<file path="config.mk">
export PLATFORM = sky130hd
export DESIGN_NAME = tsd_core
export DESIGN_NICKNAME = d
export VERILOG_FILES = /design/src/include/tsd_pkg.sv /design/src/verilog/tsd_core.sv
export SDC_FILE = /design/constraint.sdc
export NUM_CORES = 1
export LEC_CHECK = 0
export ABC_AREA = 1
export BUFFER_PORTS_ARGS = -buffer_cell sky130_fd_sc_hd__buf_2
export CELL_PAD_IN_SITES_DETAIL_PLACEMENT = 1
export CELL_PAD_IN_SITES_GLOBAL_PLACEMENT = 1
export CORE_MARGIN = 1.5
export CORE_UTILIZATION = 50
export DETAILED_ROUTE_END_ITERATION = 10
export HOLD_SLACK_MARGIN = 0.08
export PLACE_DENSITY_LB_ADDON = 0.1
export SLEW_MARGIN = 20
export SYNTH_ARGS = -nofsm -noshare
export SYNTH_HDL_FRONTEND = slang
export SYNTH_SLANG_ARGS = --single-unit
</file>
<file path="constraint.sdc">
create_clock -name sys_clk -period 7.4 [get_ports sys_clk]
set_input_delay 1.11 -clock sys_clk [delete_from_list [all_inputs] [get_ports sys_clk]]
set_output_delay 1.11 -clock sys_clk [all_outputs]
set_load 0.05 [all_outputs]
</file>
<file path="src/include/tsd_pkg.sv">
// constants, field layouts and state types of the synth divider core
// assumes a single 40 MHz system clock sampling every pin
//
// Overview of operation
// RL1: main reference divider is 8 bits, ratios 2 to 255
// RL2: both auxiliary reference dividers are 10 bits, ratios 2 to 1023
// RL3: main feedback value: 15 upper bits integer, 4 lower bits numerator
// RL4: main ratio 80..32767 high band, 40..16383 low band
// RL5: 4-bit denominator picks fractional modulus, step 1/2 to 1/16; code sets modulus denominator+1, so 1 to 16, step 1 to 1/16
// RL6: 4-bit accumulator overflow adds one extra oscillator cycle
// RL7: auxiliary feedback dividers are 13-bit integer, 56 to 8191
// RL8: feedback dividers count own prescaler, reference dividers the reference
// RL9: polarity bit swaps pump-up and pump-down per channel
// RL10: main pump current field picks 100, 400, 700 or 900 uA
// RL11: doubler bit keeps reference block powered, pins cannot override
// RL12: data shifts MSB first on rising serial clock while latch low
// RL13: last three bits address; latch rise copies word to that bank
// RL14: address zero loads preset values into all four banks
// RL15: digital lock rises after five cycles with error under 15 ns
// RL16: digital lock falls once error exceeds 30 ns in one cycle
// RL17: analog lock pin low while any active channel pumps
// RL18: lock pin may carry divider or fastlock counter outputs instead
// RL19: low enable pin powers channel down; high pin defers to bit
// RL20: powered-down channel resets dividers, pump and detector float
// RL21: on power return feedback restarts aligned with reference
// RL22: reference block off when all pins low or all bits set
// RL23: 4-bit select picks lock mode, counter output, fastlock or test
// RL24: polarity one means rising tuning slope, zero falling slope
// RL25: serial clock while latch high changes nothing
package tsd_pkg;

  localparam logic [2:0] ADDR_PRESET = 3'h0;
  localparam logic [2:0] ADDR_IFR = 3'h1;
  localparam logic [2:0] ADDR_IFN = 3'h2;
  localparam logic [2:0] ADDR_RFR = 3'h3;
  localparam logic [2:0] ADDR_RFN = 3'h4;

  // synchroniser bit map
  localparam int SY_CLK = 0;
  localparam int SY_DAT = 1;
  localparam int SY_LE = 2;
  localparam int SY_REF = 3;
  localparam int SY_FB = 4;
  localparam int SY_EN = 7;
  localparam int SY_W = 10;
  localparam int NCH = 3;

  // timing, in picoseconds and cycles
  localparam int CLK_PS = 25000;
  localparam int ERR_IN_PS = 15000;
  localparam int ERR_OUT_PS = 30000;
  localparam int ERR_IN_RAW = (ERR_IN_PS + CLK_PS - 1) / CLK_PS;
  localparam int ERR_OUT_RAW = ERR_OUT_PS / CLK_PS;
  localparam logic [3:0] ERR_IN_CYC =
    4'(ERR_IN_RAW < 1 ? 1 : ERR_IN_RAW);
  localparam logic [3:0] ERR_OUT_CYC =
    4'(ERR_OUT_RAW < 1 ? 1 : ERR_OUT_RAW);
  localparam logic [2:0] LOCK_RUNS = 3'h5;

  typedef enum logic [3:0] {
    LK_DIGITAL = 4'h0,
    LK_ANALOG = 4'h1,
    LK_RECV_R = 4'h8,
    LK_RECV_N = 4'h9,
    LK_XMIT_R = 4'hA,
    LK_XMIT_N = 4'hB,
    LK_MAIN_R = 4'hC,
    LK_MAIN_N = 4'hD,
    LK_FASTLOCK = 4'hE,
    LK_FRAC_TEST = 4'hF
  } tsd_lock_e;

  typedef enum logic [1:0] {
    ICP_100UA = 2'h0,
    ICP_400UA = 2'h1,
    ICP_700UA = 2'h2,
    ICP_900UA = 2'h3
  } tsd_icp_e;

  typedef struct packed {
    logic [9:0] tx_r;
    logic tx_pol;
    logic tx_rst;
    tsd_lock_e ld_sel;
    logic [9:0] rx_r;
    logic rx_pol;
    logic rx_rst;
    logic spare;
  } tsd_ifr_s;

  typedef struct packed {
    logic [9:0] tx_b;
    logic [2:0] tx_a;
    logic xmit_powerdown_bit;
    logic [9:0] rx_b;
    logic [2:0] rx_a;
    logic recv_powerdown_bit;
    logic spare;
  } tsd_ifn_s;

  typedef struct packed {
    logic [7:0] r_cnt;
    logic [6:0] fl_count;
    logic [7:0] spare;
    logic dbl;
    tsd_icp_e icpo;
    logic pol;
    logic rst;
    logic spare0;
  } tsd_rfr_s;

  typedef struct packed {
    logic [14:0] n_int;
    logic [3:0] n_frac;
    logic [3:0] frac_d;
    logic [2:0] test;
    logic high_band;
    logic pwdn;
    logic spare;
  } tsd_rfn_s;

  localparam tsd_ifr_s IFR_PRESET = 29'h0540054;
  localparam tsd_ifn_s IFN_PRESET = 29'h03800E0;
  localparam tsd_rfr_s RFR_PRESET = 29'h1400004;
  localparam tsd_rfn_s RFN_PRESET = 29'h0140004;

  typedef struct packed {
    logic [9:0] rcnt;
    logic [14:0] ncnt;
    logic rtgl;
    logic ntgl;
    logic up;
    logic dn;
    logic on;
    logic [3:0] err;
    logic [2:0] good;
    logic lock;
    logic pu;
    logic pd;
    logic poe;
  } tsd_ch_s;

  typedef struct packed {
    logic [SY_W-1:0] sync1;
    logic [SY_W-1:0] sync2;
    logic [SY_W-1:0] prev;
    logic [31:0] sr;
    tsd_ifr_s ifr;
    tsd_ifn_s ifn;
    tsd_rfr_s rfr;
    tsd_rfn_s rfn;
    logic [3:0] acc;
    logic ovf;
    logic [6:0] fl;
    logic ref_on;
    logic lk_out;
    logic lk_oe;
    tsd_ch_s [NCH-1:0] ch;
  } tsd_st_s;

endpackage

</file>
<file path="src/verilog/tsd_core.sv">
// three-channel synth divider core: serial port, banks, dividers,
// detectors, lock mux and power control
// assumes all pins asynchronous to sys_clk and far slower than it
`timescale 1ns/1ps
module tsd_core import tsd_pkg::*; (
  input wire logic sys_clk,
  input wire logic reset,
  input wire logic ser_clk,
  input wire logic ser_data,
  input wire logic latch_enable,
  input wire logic ref_in,
  input wire logic main_fb_in,
  input wire logic recv_fb_in,
  input wire logic xmit_fb_in,
  input wire logic main_enable_pin,
  input wire logic recv_enable_pin,
  input wire logic xmit_enable_pin,
  output logic [NCH-1:0] pump_output_up,
  output logic [NCH-1:0] pump_output_dn,
  output logic [NCH-1:0] pump_output_oe,
  output tsd_icp_e main_pump_current_sel,
  output logic doubler_on,
  output logic ref_block_on,
  output logic main_high_band,
  output logic lock_out,
  output logic lock_oe
);

  tsd_st_s r_reg;
  tsd_st_s r_next;

  logic [SY_W-1:0] rise;
  logic ref_edge;
  logic le_rise;
  logic [NCH-1:0] en;
  logic [NCH-1:0] pw;
  logic [NCH-1:0] pol;
  logic [NCH-1:0] rst;
  logic [NCH-1:0] on;
  logic [9:0] rdiv [NCH];
  logic [14:0] ndiv [NCH];
  logic [NCH-1:0] rpul;
  logic [NCH-1:0] npul;
  logic [NCH-1:0] ev;
  logic [4:0] frac_sum;
  logic [4:0] frac_mod;

  assign rise = r_reg.sync2 & ~r_reg.prev;
  // reference counters advance on the falling edge
  assign ref_edge = ~r_reg.sync2[SY_REF] & r_reg.prev[SY_REF]
    & r_reg.ref_on;
  assign le_rise = rise[SY_LE];
  assign en = r_reg.sync2[SY_EN+NCH-1:SY_EN];
  assign pw = {r_reg.ifn.xmit_powerdown_bit, r_reg.ifn.recv_powerdown_bit, r_reg.rfn.pwdn};
  assign pol = {r_reg.ifr.tx_pol, r_reg.ifr.rx_pol, r_reg.rfr.pol};
  assign rst = {r_reg.ifr.tx_rst, r_reg.ifr.rx_rst, r_reg.rfr.rst};
  assign on = en & ~pw; // RL19

  assign rdiv[0] = {2'h0, r_reg.rfr.r_cnt}; // RL1
  assign rdiv[1] = r_reg.ifr.rx_r; // RL2
  assign rdiv[2] = r_reg.ifr.tx_r; // RL2
  // overflow stretches the main period by one cycle
  assign ndiv[0] = r_reg.rfn.n_int + {14'h0, r_reg.ovf}; // RL3
  assign ndiv[1] = {2'h0, r_reg.ifn.rx_b, r_reg.ifn.rx_a}; // RL7
  assign ndiv[2] = {2'h0, r_reg.ifn.tx_b, r_reg.ifn.tx_a}; // RL7

  assign frac_sum = {1'b0, r_reg.acc} + {1'b0, r_reg.rfn.n_frac};
  assign frac_mod = {1'b0, r_reg.rfn.frac_d} + 5'h01; // RL5

  for (genvar i = 0; i < NCH; i++) begin : g_ch
    // terminal counts, on the divider's own input edge
    assign rpul[i] = ref_edge
      && (r_reg.ch[i].rcnt + 10'h001 == rdiv[i]); // RL8
    assign npul[i] = rise[SY_FB+i]
      && (r_reg.ch[i].ncnt + 15'h0001 == ndiv[i]); // RL8
    assign ev[i] = (r_reg.ch[i].up | rpul[i])
      & (r_reg.ch[i].dn | npul[i]);
    assign pump_output_up[i] = r_reg.ch[i].pu;
    assign pump_output_dn[i] = r_reg.ch[i].pd;
    assign pump_output_oe[i] = r_reg.ch[i].poe;
  end

  assign main_pump_current_sel = r_reg.rfr.icpo; // RL10
  assign doubler_on = r_reg.rfr.dbl; // RL11
  assign ref_block_on = r_reg.ref_on;
  assign main_high_band = r_reg.rfn.high_band; // RL4
  assign lock_out = r_reg.lk_out;
  assign lock_oe = r_reg.lk_oe;

  always_comb begin
    logic lv;
    logic od;
    logic all_lock;
    logic any_pump;
    lv = 1'b1;
    od = 1'b1;
    all_lock = 1'b1;
    any_pump = 1'b0;
    r_next = r_reg;
    r_next.sync1 = {xmit_enable_pin, recv_enable_pin, main_enable_pin,
      xmit_fb_in, recv_fb_in, main_fb_in, ref_in, latch_enable,
      ser_data, ser_clk};
    r_next.sync2 = r_reg.sync1;
    r_next.prev = r_reg.sync2;

    // serial port stays live in every power state
    if (rise[SY_CLK] && !r_reg.sync2[SY_LE]) begin
      r_next.sr = {r_reg.sr[30:0], r_reg.sync2[SY_DAT]}; // RL12 RL25
    end
    if (le_rise) begin
      case (r_reg.sr[2:0]) // RL13
        ADDR_PRESET: begin
          r_next.ifr = IFR_PRESET; // RL14
          r_next.ifn = IFN_PRESET;
          r_next.rfr = RFR_PRESET;
          r_next.rfn = RFN_PRESET;
        end
        ADDR_IFR: r_next.ifr = r_reg.sr[31:3];
        ADDR_IFN: r_next.ifn = r_reg.sr[31:3];
        ADDR_RFR: r_next.rfr = r_reg.sr[31:3];
        ADDR_RFN: r_next.rfn = r_reg.sr[31:3];
        default: r_next.sr = r_reg.sr;
      endcase
    end

    // doubler keeps the block alive whatever the pins say
    r_next.ref_on = r_reg.rfr.dbl
      | ~((~|en) | (&pw)); // RL11 RL22

    for (int i = 0; i < NCH; i++) begin
      r_next.ch[i].on = on[i];
      if (!on[i]) begin
        // dividers held at zero, pump and detector floating
        r_next.ch[i] = '0; // RL20
        r_next.ch[i].lock = 1'b1;
      end else if (rst[i]) begin
        r_next.ch[i].rcnt = 10'h000;
        r_next.ch[i].ncnt = 15'h0000;
        r_next.ch[i].up = 1'b0;
        r_next.ch[i].dn = 1'b0;
        r_next.ch[i].err = 4'h0;
        r_next.ch[i].poe = 1'b0;
      end else begin
        if (ref_edge) begin
          r_next.ch[i].rcnt = rpul[i] ? 10'h000
            : r_reg.ch[i].rcnt + 10'h001;
        end
        if (rise[SY_FB+i]) begin
          r_next.ch[i].ncnt = npul[i] ? 15'h0000
            : r_reg.ch[i].ncnt + 15'h0001;
        end
        r_next.ch[i].rtgl = r_reg.ch[i].rtgl ^ rpul[i];
        r_next.ch[i].ntgl = r_reg.ch[i].ntgl ^ npul[i];
        if (r_reg.ch[i].up ^ r_reg.ch[i].dn) begin
          if (r_reg.ch[i].err != 4'hF) begin
            r_next.ch[i].err = r_reg.ch[i].err + 4'h1;
          end
        end
        if (ev[i]) begin
          r_next.ch[i].up = 1'b0;
          r_next.ch[i].dn = 1'b0;
          r_next.ch[i].err = 4'h0;
          if (r_reg.ch[i].err > ERR_OUT_CYC) begin
            r_next.ch[i].lock = 1'b0; // RL16
            r_next.ch[i].good = 3'h0;
          end else if (r_reg.ch[i].err < ERR_IN_CYC) begin
            if (r_reg.ch[i].good + 3'h1 >= LOCK_RUNS) begin
              r_next.ch[i].lock = 1'b1; // RL15
            end else begin
              r_next.ch[i].good = r_reg.ch[i].good + 3'h1;
            end
          end else if (!r_reg.ch[i].lock) begin
            r_next.ch[i].good = 3'h0;
          end
        end else begin
          r_next.ch[i].up = r_reg.ch[i].up | rpul[i];
          r_next.ch[i].dn = r_reg.ch[i].dn | npul[i];
        end
        if (!r_reg.ch[i].on) begin
          // fresh start: both dividers left zero together
          r_next.ch[i].lock = 1'b0; // RL21
          r_next.ch[i].good = 3'h0;
        end
        // one means rising slope: lead of reference pumps up
        r_next.ch[i].pu = pol[i] ? r_reg.ch[i].up
          : r_reg.ch[i].dn; // RL9 RL24
        r_next.ch[i].pd = pol[i] ? r_reg.ch[i].dn
          : r_reg.ch[i].up; // RL9 RL24
        r_next.ch[i].poe = r_reg.ch[i].up | r_reg.ch[i].dn;
      end
      all_lock = all_lock & r_reg.ch[i].lock;
      any_pump = any_pump | (r_reg.ch[i].on
        & (r_reg.ch[i].up | r_reg.ch[i].dn));
    end

    // fractional accumulator on the main channel
    if (!on[0]) begin
      r_next.acc = 4'h0;
      r_next.ovf = 1'b0;
    end else if (npul[0]) begin
      if (frac_sum >= frac_mod) begin
        r_next.acc = 4'(frac_sum - frac_mod); // RL6
        r_next.ovf = 1'b1;
      end else begin
        r_next.acc = frac_sum[3:0];
        r_next.ovf = 1'b0;
      end
    end

    // fastlock timeout: main comparison cycles after a main N load
    if (le_rise && r_reg.sr[2:0] == ADDR_RFN) begin
      r_next.fl = r_reg.rfr.fl_count;
    end else if (rpul[0] && r_reg.fl != 7'h00) begin
      r_next.fl = r_reg.fl - 7'h01;
    end

    case (r_reg.ifr.ld_sel) // RL23
      LK_DIGITAL: lv = all_lock; // RL15
      LK_ANALOG: lv = ~any_pump; // RL17
      LK_RECV_R: begin
        lv = r_reg.ch[1].rtgl; // RL18
        od = 1'b0;
      end
      LK_RECV_N: begin
        lv = r_reg.ch[1].ntgl;
        od = 1'b0;
      end
      LK_XMIT_R: begin
        lv = r_reg.ch[2].rtgl;
        od = 1'b0;
      end
      LK_XMIT_N: begin
        lv = r_reg.ch[2].ntgl;
        od = 1'b0;
      end
      LK_MAIN_R: begin
        lv = r_reg.ch[0].rtgl;
        od = 1'b0;
      end
      LK_MAIN_N: begin
        lv = r_reg.ch[0].ntgl;
        od = 1'b0;
      end
      LK_FASTLOCK: begin
        lv = |r_reg.fl; // RL18
        od = 1'b0;
      end
      LK_FRAC_TEST: begin
        lv = r_reg.ovf;
        od = 1'b0;
      end
      default: lv = 1'b1;
    endcase
    // open drain only pulls low
    r_next.lk_out = od ? 1'b0 : lv;
    r_next.lk_oe = od ? ~lv : 1'b1;
  end

  always_ff @(posedge sys_clk) begin
    if (reset) begin
      r_reg <= '0;
      // latch pin idles high: no false latch edge after reset
      r_reg.sync1[SY_LE] <= 1'b1;
      r_reg.sync2[SY_LE] <= 1'b1;
      r_reg.prev[SY_LE] <= 1'b1;
      r_reg.ifr <= IFR_PRESET;
      r_reg.ifn <= IFN_PRESET;
      r_reg.rfr <= RFR_PRESET;
      r_reg.rfn <= RFN_PRESET;
    end else begin
      r_reg <= r_next;
    end
  end
endmodule // tsd_core

</file>
==> run metrics <==
Reg clk slew, reported paths=around 0.060 ns; Tightest Pin Transition=~1.1 ns; Cell Area, Synth=15,450 um2; GR Layer Usage met2=between 50% and 60%; Buffers & Inverters on Critical Path=3; maximum vdd drop=between 0.15 and 0.2 mV; Worst-Skew Late Latency=roughly 0.52 ns; library cells used by synthesis=54; drt pass-1 iters=5; Iter 0 DRT Violations=837; Layout area overhead=10.19%; GR Util All Layers=between 20 and 30%; drt drc=0; root buffer cell=clkbuf_16; Power Density=around 210 nW/um2; Post-DRT Antenna Nets=0; port bufs=27; Setup Skew=~0.023 ns; TritonCTS clock tree=built; HP Class=reg2reg; largest delay contributor family on the critical path=flip-flops; hold buffers post-CTS=0; status=finished clean; ys async rst share=0%; Die Y=178.8 um; Post-Route WL=between 40,000 and 50,000 um; CTS resizes=0; GRT busiest layer=met2; I/O pin count=28; DP HPWL=about 33,000 um; Fin. Hold Viols=0; M1 GR Usage=~35%; clock sinks=around 300; number of global-route vias before repair=between 15k and 20k; n_diodes=0; area leader, netlist=dfxtp_1; die area=between 30,000 and 40,000 um2; Setup CP Type=reg2reg; crit path DAT=~3.5 ns; fin crit share=42.39%; htree depth=2; DIE WIDTH=178.8 um; most frequent cell after synthesis=nand2_1; vias per cell=about 5.5; # setup viols final=0; average cell area after synthesis=~6.9 um2; yosys warns=0; starting density of the core=50.64%; RSZ-0062 raised after global routing=no; setup_tns=0 ns; most used cell along the critical path=nor2_1; Critical Path RT=7.80 ns; Placer Congestion=0.8678; vias post-DR=roughly 15k; pre-CTS WS=~3.8 ns; Slew Viols, Final=0; Relative slew margins=28.87%; Startpoint Class=flip-flop; clock buffer count from CTS=35; Filler cells=4,016; Post-synth EDFFs=0; synth top area cells=dfxtp_1, nand2_1, nor2_1; Final Critical Period=~3.1 ns; syn_nets=between 2k and 2.5k; layout cells sized above 1=roughly 7.6%; crit-path max FO=31; met3 GRT Util=~4%; largest net degree at the start of global routing=72; top cells by count, synth=nand2_1, dfxtp_1, nor2_1, inv_1, a21oi_1; postcts setup bufs=0; Max-cap violations=0; post-synthesis register bit count=297; Final WS setup=4.263 ns; Synth top area share=38.48%; Final #Nets=between 2k and 2.5k; first-pass GRT wire length=75,530 um; delay of the slowest critical-path stage=1.00 ns; Slowest-stage cell, CP=dfxtp_1; Post-Synthesis Cells=2,247; Core Box Area=approximately 31,000 um2; Setup crit end kind=flip-flop; Leak=roughly 6.8 nW; clk buf depth=3; # rows=64; max reg flops=between 200 and 250; crit path cell chain=nor2_1, inv_1, nor2_1, nand2_1, inv_1, nor2_1, inv_2, o21ai_0, a31oi_1; DR WL/cell=approximately 18 um; register area share after synthesis=approximately two fifths; grt ovf=0; Max Fclk=318.8 MHz; ys flop type=dfxtp_1; initial antenna violation count=1
==> routing by layer <==
metal | vias up | wire length [um]
met5 | - | 11
met4 | 2 | 1460
met3 | 95 | 1483
met2 | 224 | 23500
met1 | 7182 | 20360
li1 | 7228 | -
==> power by group <==
group	switching [mW]	internal, mW
logic	0.0806	0.0284
clock network	0.711	1.14
registers	0.0192	1.62
total	0.811	2.78
==> worst reg2reg max path: stages (launching register included) <==
cell and delay, ns:
dfxtp_1 1.00, nor2_1 0.11, inv_1 0.13, nor2_1 0.06
nand2_1 0.30, inv_1 0.56, nor2_1 0.47, inv_2 0.13
o21ai_0 0.20, a31oi_1 0.07
==> stage by stage <==
| step | utilization, % | hold WS, ns | cell area [um2] | cells | power, mW |
|---|---|---|---|---|---|
| CTS | 55.80 | 0.4145 | 17020 | 2660 | 3.623 |
| global placement | 51.72 | 0.3898 | 15780 | 2597 | 1.776 |
| global route | 55.80 | 0.4322 | 17030 | 2660 | 3.698 |
| detailed placement | 51.72 | 0.4032 | 15780 | 2597 | 1.781 |
| floorplan | - | 0.3883 | 15450 | 2247 | 1.744 |
| finish | 55.80 | 0.4095 | 17030 | 2660 | 3.595 |
==> cells in the final DEF, fill, tap and decap left out, types with 25 or more instances in the layout <==
master / instances
nand2_1: 569
dfxtp_1: 297
nor2_1: 263
inv_1: 239
a21oi_1: 195
nand3_1: 161
o21ai_0: 99
xor2_1: 40
ha_1: 39
nand4_1: 37
clkbuf_16: 36
nor3_1: 29
xnor2_1: 27
buf_2: 26
a211oi_1: 25
==> path summary, 6_finish.rpt <==
check / startpoint / endpoint / slack, ns / depth (start not counted)
hold / removal: r_next[297]$_SDFF_PP0_ / r_next[287]$_SDFF_PP0_ / 0.41 / 2
hold reg to reg: r_next[297]$_SDFF_PP0_ / r_next[287]$_SDFF_PP0_ / 0.41 / 2
setup / recovery: r_reg[254]$_SDFFE_PP0P_ / r_reg[126]$_SDFFE_PP0P_ / 4.26 / 9
setup reg to reg: r_reg[254]$_SDFFE_PP0P_ / r_reg[126]$_SDFFE_PP0P_ / 4.26 / 9
==> final cells by class <==
class / instances / area (um2) / share of cell area [%]
Timing Repair Buffer: 34 / 190.2 / 1.117
Inverter: 252 / 952.2 / 5.593
Multi-Input combinational cell: 1618 / 8197 / 48.14
Clock inverter: 14 / 195.2 / 1.146
Clock buffer: 49 / 1050 / 6.166
Tap cell: 396 / 495.5 / 2.910
Sequential cell: 297 / 5946 / 34.92
==> cells by family (layout without fill, tap and decap cells) <==
logic type | count (synthesis) | in the layout | share of synthesized area [%]
XOR/XNOR | 69 | 69 | 4.098
flip-flops | 297 | 297 | 38.48
buffers and inverters | 332 | 349 | 8.519
AO/OA/AOI/OAI | 363 | 363 | 12.96
AND/OR/NAND/NOR | 1141 | 1141 | 32.26
multiplexers | 4 | 4 | 0.2591
adder cells (fa/ha/maj) | 41 | 41 | 3.417
No activity file was read; power rests on OpenSTA's default activity.
